`src/shared/tsi_pkg.sv`:
```
// Package for the test start trigger and safety interlock block.
// Assumes a 250 MHz pclk and an APB register bus with 32-bit data.
package tsi_pkg;
  // Clock rate
  localparam int unsigned CLK_HZ = 250_000_000;
  // Register byte offsets
  localparam logic [7:0] OFS_CTRL = 8'h00;
  localparam logic [7:0] OFS_STATUS = 8'h04;
  localparam logic [7:0] OFS_IRQ_STAT = 8'h08;
  localparam logic [7:0] OFS_IRQ_MASK = 8'h0C;
  // Control register fields
  localparam int CTRL_EXT_EN_BIT = 0;
  localparam int CTRL_ARM_BIT = 1;
  localparam int CTRL_STOP_BIT = 2;
  // Status register fields
  localparam int ST_WAIT_BIT = 0;
  localparam int ST_RUN_BIT = 1;
  localparam int ST_LOOP_OK_BIT = 2;
  localparam int ST_ERR_LED_BIT = 3;
  localparam int ST_START_RAW_BIT = 4;
  // Interrupt status fields
  localparam int IRQ_STARTED_BIT = 0;
  localparam int IRQ_ENDED_BIT = 1;
  localparam int IRQ_LOOP_ERR_BIT = 2;
  localparam int IRQ_W = 3;
  // Reset values
  localparam logic [31:0] CTRL_RST = 32'h0000_0000;
  localparam logic [IRQ_W-1:0] IRQ_MASK_RST = 3'h0;
  // Timing: processor reaction lag to an external start is at least 50 ms
  localparam int unsigned START_LAG_MS = 50;
  localparam longint unsigned START_LAG_CYC = (longint'(START_LAG_MS) * CLK_HZ + 999) / 1000;
  // Software notice of loop error within 100 ms (ours is the debounce plus a few cycles)
  localparam int unsigned NOTIFY_MAX_MS = 100;
  // Debounce: 1 us, a least time, rounded up
  localparam int unsigned DEB_NS = 1000;
  localparam int unsigned DEB_CYC = (DEB_NS * (CLK_HZ / 1_000_000) + 999) / 1000;
  // Test sequencer states
  typedef enum logic [1:0] {ST_IDLE, ST_WAIT_EXT, ST_LAG, ST_RUN} tsi_state_e;
  // APB request carrier
  typedef struct packed {
    logic sel;
    logic enable;
    logic write;
    logic [7:0] addr;
    logic [31:0] wdata;
  } tsi_apb_req_s;
endpackage

```
`src/hdl/tsi_top.sv`:
```
// Test start trigger and safety interlock controller with APB registers.
// Assumes raw pins are asynchronous; start input and loop return are active low
// in their meaning (start on low, error on low).
`timescale 1ns/1ns
`default_nettype none

// Overview of operation
// Software must set the external start enable before the start input has any effect.
// With external start enabled an armed test waits and begins only once the input goes low.
// While waiting for the external start a readable waiting status is shown.
// After an external start every later change on the start input is ignored for that test.
// The start reaction has a lag of at least 50 ms after the input goes low.
// The outside party must keep the safety loop closed for the system to run.
// An open loop stops a running test, refuses new starts and disables all outputs.
// A low level on the loop return is an interlock error.
// An interlock error lights the red error indicator.
// Hardware reacts to the loop error at once; software is told well within 100 ms.
// The loop return level is readable by the processor.
// The active-low running indicator is low while a test runs and high otherwise.
// Both inputs pass a two-flop synchroniser and a short debounce before use.
module tsi_top
  import tsi_pkg::*;
#(
  parameter longint unsigned LAG_CYCLES = START_LAG_CYC
)
(
  input wire logic pclk, // Clock, 250 MHz
  input wire logic presetn, // Async reset, active low
  input wire logic psel, // APB select
  input wire logic penable, // APB enable
  input wire logic pwrite, // APB direction
  input wire logic [7:0] paddr, // APB byte address
  input wire logic [31:0] pwdata, // APB write data
  output logic [31:0] prdata, // APB read data
  output logic pready, // APB ready
  output logic pslverr, // APB error
  input wire logic external_start_input, // Raw start pin, low starts
  input wire logic safety_loop_return, // Raw loop return, low is error
  output logic test_running_indicator_n, // Low while a test runs
  output logic outputs_enable, // Enables all output connections
  output logic error_led, // Red error indicator
  output logic irq // Level interrupt
);
  tsi_apb_req_s req;
  logic wr_stb;
  logic rd_stb;
  logic [7:0] addr;
  logic [31:0] wdata;
  logic ext_en;
  logic start_lvl;
  logic loop_lvl;
  logic loop_err;
  logic [31:0] ctrl_reg;
  logic [IRQ_W-1:0] irq_stat_reg;
  logic [IRQ_W-1:0] irq_mask_reg;
  logic [IRQ_W-1:0] ev;
  tsi_state_e state_reg;
  logic [31:0] lag_reg;
  logic arm_pulse;
  logic stop_pulse;
  logic run;
  logic [31:0] rdata_next;

  assign req = '{sel: psel, enable: penable, write: pwrite, addr: paddr, wdata: pwdata};

  tsi_apb_regs u_apb (
    .pclk(pclk),
    .presetn(presetn),
    .req(req),
    .wr_stb(wr_stb),
    .rd_stb(rd_stb),
    .addr(addr),
    .wdata(wdata),
    .pslverr()
  );

  // Start pin idles high (no start)
  tsi_sync_deb #(.RST_VAL(1'b1)) u_start (
    .pclk(pclk),
    .presetn(presetn),
    .pin_in(external_start_input),
    .level_out(start_lvl)
  );

  // Loop resets as open so nothing runs before it is seen closed
  tsi_sync_deb #(.RST_VAL(1'b0)) u_loop (
    .pclk(pclk),
    .presetn(presetn),
    .pin_in(safety_loop_return),
    .level_out(loop_lvl)
  );

  // Low on the return means the loop is broken
  assign loop_err = !loop_lvl;

  // Arm and stop are self-clearing command bits
  assign arm_pulse = wr_stb && (addr == OFS_CTRL) && wdata[CTRL_ARM_BIT];
  assign stop_pulse = wr_stb && (addr == OFS_CTRL) && wdata[CTRL_STOP_BIT];
  assign run = (state_reg == ST_RUN);
  // Enable written together with arm counts, so one write of both still waits
  assign ext_en = (wr_stb && addr == OFS_CTRL) ? wdata[CTRL_EXT_EN_BIT] :
    ctrl_reg[CTRL_EXT_EN_BIT];

  // Control register keeps only the enable bit
  always_ff @(posedge pclk or negedge presetn)
  begin
    if (!presetn)
      ctrl_reg <= CTRL_RST;
    else if (wr_stb && addr == OFS_CTRL)
      ctrl_reg <= {31'h0000_0000, wdata[CTRL_EXT_EN_BIT]};
  end

  // Interrupt mask
  always_ff @(posedge pclk or negedge presetn)
  begin
    if (!presetn)
      irq_mask_reg <= IRQ_MASK_RST;
    else if (wr_stb && addr == OFS_IRQ_MASK)
      irq_mask_reg <= wdata[IRQ_W-1:0];
  end

  // Test sequencer; loop error takes priority over everything
  always_ff @(posedge pclk or negedge presetn)
  begin
    if (!presetn)
    begin
      state_reg <= ST_IDLE;
      lag_reg <= 32'h0000_0000;
    end
    else if (loop_err)
    begin
      state_reg <= ST_IDLE;
      lag_reg <= 32'h0000_0000;
    end
    else
    begin
      case (state_reg)
        ST_IDLE:
        begin
          if (arm_pulse && !stop_pulse)
          begin
            if (ext_en)
              state_reg <= ST_WAIT_EXT;
            else
              state_reg <= ST_RUN;
          end
        end
        ST_WAIT_EXT:
        begin
          if (stop_pulse)
            state_reg <= ST_IDLE;
          else if (!start_lvl)
          begin
            // Processor-handled start: the lag is a floor, not a ceiling
            state_reg <= ST_LAG;
            lag_reg <= 32'h0000_0000;
          end
        end
        ST_LAG:
        begin
          // Start pin no longer looked at once the start is taken
          if (stop_pulse)
            state_reg <= ST_IDLE;
          else if (64'(lag_reg) >= LAG_CYCLES - 64'd1)
            state_reg <= ST_RUN;
          else
            lag_reg <= lag_reg + 32'h0000_0001;
        end
        ST_RUN:
        begin
          if (stop_pulse)
            state_reg <= ST_IDLE;
        end
        default: state_reg <= ST_IDLE;
      endcase
    end
  end

  // Events: start, end of run, loop broken
  assign ev[IRQ_STARTED_BIT] = (state_reg != ST_RUN) && !loop_err &&
    ((state_reg == ST_IDLE && arm_pulse && !stop_pulse && !ext_en) ||
     (state_reg == ST_LAG && !stop_pulse && 64'(lag_reg) >= LAG_CYCLES - 64'd1));
  assign ev[IRQ_ENDED_BIT] = run && (loop_err || stop_pulse);
  assign ev[IRQ_LOOP_ERR_BIT] = loop_err;

  // Sticky status; a read clears only the bits it reported (prdata, taken at setup),
  // so an event landing between setup and access is not lost; a new event wins
  always_ff @(posedge pclk or negedge presetn)
  begin
    if (!presetn)
      irq_stat_reg <= '0;
    else if (rd_stb && addr == OFS_IRQ_STAT)
      irq_stat_reg <= (irq_stat_reg & ~prdata[IRQ_W-1:0]) | ev;
    else
      irq_stat_reg <= irq_stat_reg | ev;
  end

  // Read mux
  always_comb
  begin
    rdata_next = 32'h0000_0000;
    case (addr)
      OFS_CTRL: rdata_next = ctrl_reg;
      OFS_STATUS:
      begin
        rdata_next[ST_WAIT_BIT] = (state_reg == ST_WAIT_EXT) || (state_reg == ST_LAG);
        rdata_next[ST_RUN_BIT] = run;
        rdata_next[ST_LOOP_OK_BIT] = loop_lvl;
        rdata_next[ST_ERR_LED_BIT] = loop_err;
        rdata_next[ST_START_RAW_BIT] = start_lvl;
      end
      OFS_IRQ_STAT: rdata_next[IRQ_W-1:0] = irq_stat_reg;
      OFS_IRQ_MASK: rdata_next[IRQ_W-1:0] = irq_mask_reg;
      default: rdata_next = 32'h0000_0000;
    endcase
  end

  // APB answer registered in the setup cycle so it is ready at the access edge
  always_ff @(posedge pclk or negedge presetn)
  begin
    if (!presetn)
    begin
      prdata <= 32'h0000_0000;
      pready <= 1'b0;
      pslverr <= 1'b0;
    end
    else
    begin
      prdata <= (psel && !penable && !pwrite) ? rdata_next : 32'h0000_0000;
      pready <= psel && !penable;
      pslverr <= psel && !penable && !(paddr == OFS_CTRL || paddr == OFS_STATUS ||
        paddr == OFS_IRQ_STAT || paddr == OFS_IRQ_MASK);
    end
  end

  // Pin outputs; disabling outputs follows the loop without waiting on software
  always_ff @(posedge pclk or negedge presetn)
  begin
    if (!presetn)
    begin
      test_running_indicator_n <= 1'b1;
      outputs_enable <= 1'b0;
      error_led <= 1'b0;
      irq <= 1'b0;
    end
    else
    begin
      test_running_indicator_n <= !(run && !loop_err);
      outputs_enable <= !loop_err;
      error_led <= loop_err;
      irq <= |(irq_stat_reg & irq_mask_reg);
    end
  end

endmodule
`default_nettype wire

```
`src/hdl/tsi_sync_deb.sv`:
```
// Two-flop synchroniser plus a stable-count debounce for one pin.
// Assumes the pin is asynchronous to pclk.
`timescale 1ns/1ns
`default_nettype none
module tsi_sync_deb
  import tsi_pkg::*;
#(
  parameter logic RST_VAL = 1'b1
)
(
  input wire logic pclk, // Clock
  input wire logic presetn, // Async reset, active low
  input wire logic pin_in, // Raw pin
  output logic level_out // Debounced level
);
  logic s1_reg;
  logic s2_reg;
  logic [15:0] cnt_reg;

  // Two flops before any logic reads the pin
  always_ff @(posedge pclk or negedge presetn)
  begin
    if (!presetn)
    begin
      s1_reg <= RST_VAL;
      s2_reg <= RST_VAL;
    end
    else
    begin
      s1_reg <= pin_in;
      s2_reg <= s1_reg;
    end
  end

  // Level must hold DEB_CYC cycles before it is accepted, filtering contact bounce
  always_ff @(posedge pclk or negedge presetn)
  begin
    if (!presetn)
    begin
      cnt_reg <= 16'h0000;
      level_out <= RST_VAL;
    end
    else if (s2_reg == level_out)
      cnt_reg <= 16'h0000;
    else if (cnt_reg >= 16'(DEB_CYC - 1))
    begin
      cnt_reg <= 16'h0000;
      level_out <= s2_reg;
    end
    else
      cnt_reg <= cnt_reg + 16'h0001;
  end
endmodule
`default_nettype wire

```
`src/hdl/tsi_apb_regs.sv`:
```
// APB slave front end: decodes a transfer into one-cycle read/write strobes.
// Assumes an APB master; pready goes high in every access phase so each access takes two cycles.
`timescale 1ns/1ns
`default_nettype none
module tsi_apb_regs
  import tsi_pkg::*;
(
  input wire logic pclk, // Clock
  input wire logic presetn, // Async reset, active low
  input wire tsi_apb_req_s req, // Bundled APB request
  output logic wr_stb, // Write takes effect this cycle
  output logic rd_stb, // Read data taken this cycle
  output logic [7:0] addr, // Byte address, passed through unchanged
  output logic [31:0] wdata, // Write data
  output logic pslverr // Unmapped address answer
);
  logic mapped;

  // Only the four aligned words are mapped
  assign mapped = (req.addr == OFS_CTRL) || (req.addr == OFS_STATUS) ||
    (req.addr == OFS_IRQ_STAT) || (req.addr == OFS_IRQ_MASK);
  assign wr_stb = req.sel && req.enable && req.write && mapped;
  assign rd_stb = req.sel && req.enable && !req.write && mapped;
  assign addr = req.addr;
  assign wdata = req.wdata;
  assign pslverr = req.sel && req.enable && !mapped;
endmodule
`default_nettype wire

```
`config.mk`:
```
export PLATFORM = sky130hd
export DESIGN_NAME = tsi_top
export DESIGN_NICKNAME = d
export VERILOG_FILES = /design/src/shared/tsi_pkg.sv /design/src/hdl/tsi_top.sv /design/src/hdl/tsi_sync_deb.sv /design/src/hdl/tsi_apb_regs.sv
export SDC_FILE = /design/constraint.sdc
export NUM_CORES = 1
export LEC_CHECK = 0
export BUFFER_PORTS_ARGS = -buffer_cell sky130_fd_sc_hd__buf_2
export CAP_MARGIN = 25
export CORE_MARGIN = 4
export CORE_UTILIZATION = 30
export DETAILED_ROUTE_END_ITERATION = 16
export GPL_ROUTABILITY_DRIVEN = 0
export GPL_TIMING_DRIVEN = 0
export PLACE_DENSITY = 0.48
export SYNTH_ARGS = -nofsm -noshare
export SYNTH_HDL_FRONTEND = slang
export SYNTH_SLANG_ARGS = --single-unit
```
`constraint.sdc`:
```
create_clock -name pclk -period 2.8 [get_ports pclk]
set_clock_uncertainty 0.2 [all_clocks]
set_input_delay 0.28 -clock pclk [delete_from_list [all_inputs] [get_ports pclk]]
set_output_delay 0.28 -clock pclk [all_outputs]
set_load 0.01 [all_outputs]
```
== After elaboration in Yosys (flattened, before gate mapping) ==
Cells that the tools add are included.

* Reductions and logical operators: 43
* Order comparisons: 3
* Bitwise operators: 7
* Equal/unequal tests: 18
* $add $sub $neg: 3
* Mux-type cells: 24

{| class="wikitable"
|+ Operator list
! operator !! count
|-
| 32-bit 2-to-1 mux || 5
|-
| 16-bit 2-to-1 mux || 4
|-
| 32-bit case mux with 2 select lines || 1
|-
| 16-bit by 1-bit adder with 16-bit output (second input constant) || 2
|-
| 32-bit by 1-bit adder with 32-bit output (second input constant) || 1
|-
| 16-bit by 8-bit >= comparator with 1-bit output (second input constant) || 2
|-
| 32-bit by 24-bit >= comparator with 1-bit output (second input constant) || 1
|-
| 1-bit logical AND || 23
|-
| 3-bit != test (second input constant) || 7
|-
| 2-bit 2-to-1 mux || 9
|-
| 8-bit by 4-bit == test with 1-bit output (second input constant) || 2
|-
| 3-bit case mux with 4 select lines || 1
|-
| 8-bit by 3-bit == test with 1-bit output (second input constant) || 1
|-
| 8-bit logical NOT || 1
|-
| 4-bit != test (second input constant) || 2
|-
| 2-bit case mux with 4 select lines || 1
|-
| 1-bit logical NOT || 7
|-
| 3-bit AND || 2
|-
| 1-bit logical OR || 6
|-
| 3-bit bitwise OR || 2
|-
| 5-bit 2-to-1 mux || 1
|-
| 5-bit AND reduction || 1
|-
| 2-bit == test (second input constant) || 2
|-
| 2-bit AND reduction || 2
|-
| 10 further kinds || 12
|}

* Logic and storage cells: 118
* Output and inout port bits: 38
* Bits in registers: 90
* Input bits: 47

== Logic depth before layout (Yosys ltp) ==
* Depth after elaboration: 14
* Mapped depth: 11
* Mapped depth without buffers: 8

== Cells and area by module ==
From an unflattened synthesis, not the netlist that was laid out.

* Cell total of the unflattened synthesis: 499
* Area, all modules: 4959.8 um^2

{| class="wikitable"
|+ Modules (own cells, without submodules)
! module !! cells each !! sequential area each (um^2) !! area an instance (um^2) !! times used
|-
| tsi_top || 339 || 1302.5 || 3123.0 || 1
|-
| tsi_sync_deb (u_start) || 57 || 479.2 || 747.0 || 1
|-
| tsi_sync_deb (u_loop) || 57 || 475.5 || 743.2 || 1
|-
| tsi_apb_regs || 46 || 0.0 || 346.6 || 1
|}

== Least setup slack after synthesis ==
Ideal clock, no wire load.

* Path type: register to register
* From: reg state_reg[0]
* To: reg lag_reg[22]
* Required time: 2472 ps
* Stages on the path, launching flop included: 12
* Slack: 329 ps
* Arrival: 2143 ps
* Cell sequence: dfrtp_1 -> inv_1 -> ha_1 -> buf_2 -> nor2_1 -> and4b_1 -> or2_1 -> o31a_1 -> buf_4 -> buf_4 -> o21ai_0 -> o31ai_1

* Cells in the longest elaborated chain, start to end: 3

{| class="wikitable"
|+ RTL lines
! item !! RTL line !! source
|-
| start, declared || tsi_top.sv:57 || <nowiki>tsi_state_e state_reg;</nowiki>
|-
| start signal, assigned || tsi_top.sv:127 || <nowiki>state_reg <= ST_IDLE;</nowiki>
|-
| start signal, assigned || tsi_top.sv:132 || <nowiki>state_reg <= ST_IDLE;</nowiki>
|-
| start signal, assigned || tsi_top.sv:143 || <nowiki>state_reg <= ST_WAIT_EXT;</nowiki>
|-
| 2-bit by 1-bit == test with 1-bit output / 2-bit == test (equally long branches) || tsi_top.sv:137 || <nowiki>case (state_reg)</nowiki>
|-
| 3-bit != test (no source line) / 32-bit case mux with 2 select lines (equally long branches) || n/a ||
|-
| 5-bit AND reduction (no source line) / 32-bit 2-to-1 mux (equally long branches) || n/a ||
|-
| end signal, assigned || tsi_top.sv:167 || <nowiki>lag_reg <= lag_reg + 32'h0000_0001;</nowiki>
|-
| end, declared || tsi_top.sv:58 || <nowiki>logic [31:0] lag_reg;</nowiki>
|}

Parallel ways exist; a longest one is shown, timed or not.
A chain may end at the register's enable or synchronous reset.

== Final worst setup path ==
* From: reg state_reg[0]
* To: reg lag_reg[9]

Same word-level chain as after synthesis.

==> key figures <==
Floorplan
  – Initial Util: 30.6%
  – Die Wd: 130 um
  – I/O pin cnt: 85
  – Die ar.: 0.0169 mm2
  – Row cnt: 44
  – Core area: 0.0146 mm2
  – Die Y: 130 um

Timing
  – Tmin final: 2660 ps
  – Slew HR: 59.6%
  – Fin. Hold Viols: 0
  – Final setup fails: 0
  – Least-Margin Pin Slew: 601 ps
  – Highest Clock Rate: 376 MHz
  – Unrepaired setup endpoints after global routing: no
  – Final period util: 95.1%
  – Fin. max-slew vios: 0

Clock network
  – Clk sinks: 90
  – CTS Buf Count: 9
  – CTS root buf: clkbuf_16
  – Clock Tree Buf Depth: 2
  – CTS tree: yes
  – Clk Latency, worst-skew pair: 350 ps
  – Clock-pin transition on the worst setup and hold timing paths: 70 ps
  – H-tree levels: 3

Run
  – MaxCap Viol Count: 0

Worst setup path
  – Setup CP Type: flip-flop to flip-flop
  – Worst stage delay on the critical path: 350 ps
  – Arrival @ worst endpoint: 2690 ps
  – Critical path fanouts, max: 10
  – Critical Path RT: 2830 ps
  – Critical path's most frequent cell: buf_4
  – Worst-path cell chain: inv_1 > ha_1 > buf_2 > nor2_4 > and4b_2 > or2_4 > o31a_1 > buf_4 > buf_4 > o21ai_0 > o31ai_1
  – Worst Setup End Kind: flip-flop
  – CP max-delay cell: dfrtp_1
  – Critical path launch point type: flip-flop

Place
  – Port bufs: 26
  – DP Wirelength: 7010 um
  – Placed Area: 0.00502 mm2

Power and ir drop
  – P per Cell Area: 647 mW/mm2
  – Power, Total: 3.52 mW
  – Worst VDD drop: 0.299 mV
  – Lkg Pwr: 2.57 nW

Global routing
  – M2 GR Usage: 16.9%
  – Pin count of the biggest net entering global routing: 57
  – Initial antenna violation count: 0
  – Layer with the highest usage: met1
  – Tot GR Track Use: 11.9%
  – Vias in the first global route: 3200
  – Total congestion overflow: 0
  – Global-route wire length before repair: 15900 um
  – GR met3 Demand/Resource: 2.42%
  – Grt met1 use: 17.5%

Routing
  – Final ANT Viol Nets: 0
  – Vias per Instance: 4.71
  – Routed WL: 9660 um
  – # DRC: 0
  – Avg WL per Cell: 13.5 um
  – Via count: 3382
  – TritonRoute pass-1 iters: 4
  – Initial DRC Count: 158

Hold path
  – Min-Delay Path Class: input port to flip-flop

Layout
  – Max reg flops: 32
  – Share of layout cells above drive strength 1: 20.6%
  – Commonest non-fill, non-tap cells in the layout: 86 x dfrtp_1, 43 x conb_1, 40 x nand2_1
  – Commonest non-fill, non-tap cell in the layout: dfrtp_1
  – Fillers: 1433
  – Final Cell Area: 0.00544 mm2
  – Multi-input gate area: 0.00207 mm2
  – Final #Nets: 588
  – Antenna Cells: 0
  – Syn-to-layout area delta: 21.8%
  – Seq. cell area: 0.00226 mm2

Run status
  – Status: complete, no violations

Synthesis
  – Warnings, synthesis: 0
  – Register area share after synthesis: 50.5%
  – #FFs+latches synth: 90
  – Cell variety after synth: 62
  – Prevailing post-synth register cell: dfrtp_1
  – Syn Area/Cell: 10.1 um2
  – Mapped Area: 0.00447 mm2
  – FFs w/ async S/R, synth: 100%
  – EDFF count, synth: 0
  – Syn Inst Count: 441
==> through the flow <==
stage	util (%)	std cells	hold slack (ps)	TNS, ps	setup slack [ps]
2_1_floorplan	-	483	-216	0	329
3_3_place_gp	34.2	693	136	-116	-37.9
3_5_place_dp	34.4	694	71.4	-255	-54.9
4_1_cts	37.1	716	6.12	0	72.0
5_1_grt	37.3	718	24.7	0	17.4
6_report	37.3	718	11.5	0	138
==> final cells by class <==
type | count | share of cell area, %
plain buffers | 39 | 4.90
flip-flops and latches | 90 | 41.5
clock inverters | 6 | 1.77
multi-input cells | 341 | 38.1
inverters | 13 | 0.896
well taps | 184 | 4.23
clock buffers | 10 | 4.39
repair buffers | 35 | 4.27
==> where the power goes <==
part           internal (mW)  switching (mW)  leakage (nW)
logic                  0.303           0.490          1.23
clock network          0.817           0.530         0.161
registers               1.35          0.0292          1.18
total                   2.47            1.05          2.57
==> cells by family (layout without fill, tap and decap cells) <==
family,Yosys count,count (layout),share of synthesized area [%]
fa+ha+maj,12,12,3.36
mux,10,10,2.80
compound gates,75,75,10.9
buf+inv,52,103,7.06
flops,90,90,50.5
other cells,1,43,0.0839
xor+xnor,12,12,2.35
simple gates,189,189,22.9
==> Yosys cell counts, drive strengths merged (11+ instances only) <==
cell / instances / area (um2)
a21oi: 12 / 60.1
and2: 12 / 75.1
and3: 11 / 68.8
buf: 37 / 259
dfrtp: 86 / 2150
ha: 12 / 150
inv: 13 / 48.8
nand2: 40 / 150
nand3: 29 / 150
nand4: 17 / 106
nor2: 36 / 138
nor3: 11 / 71.3
nor4: 11 / 83.8
o21ai: 26 / 130
==> final timing paths <==
check / to / slack, ps / cells past startpoint / startpoint
hold / removal: irq_mask_reg[0]$_DFFE_PN0P_ / 10 / 2 / pwdata[0]
setup reg to reg: lag_reg[9]$_DFFE_PN0P_ / 140 / 11 / state_reg[0]$_DFFE_PN0P_
min in group asynchronous: lag_reg[18]$_DFFE_PN0P_ / 230 / 2 / presetn
max in group asynchronous: u_start.s1_reg$_DFF_PN1_ / 1470 / 3 / presetn
setup / recovery: lag_reg[9]$_DFFE_PN0P_ / 140 / 11 / state_reg[0]$_DFFE_PN0P_
hold reg to reg: u_loop.s2_reg$_DFF_PN0_ / 150 / 0 / u_loop.s1_reg$_DFF_PN0_
==> per-layer routing <==
layer  share of wire (%)  vias up
met3                 4.6       16
met5                   0        -
li1                    -     1681
met2                  43       88
met1                  51     1597
met4                 1.9        0
==> what timing repair did <==
action,CTS,global route
setup buffers,1,2
gates resized for setup,1,5
setup endpoints to repair,9,9
hold endpoints to repair,38,0
pin swaps,0,1
hold buffers,5,0
==> critical path, delay by kind of cell, from the launching register on <==
kind | cells | cell delay [ps]
and+or+nand+nor | 3 | 680
DFF | 1 | 350
buffers and inverters | 4 | 620
AOI/OAI and AO/OA | 3 | 490
adders and majority gates | 1 | 180
(Power assumes the default switching activity.)
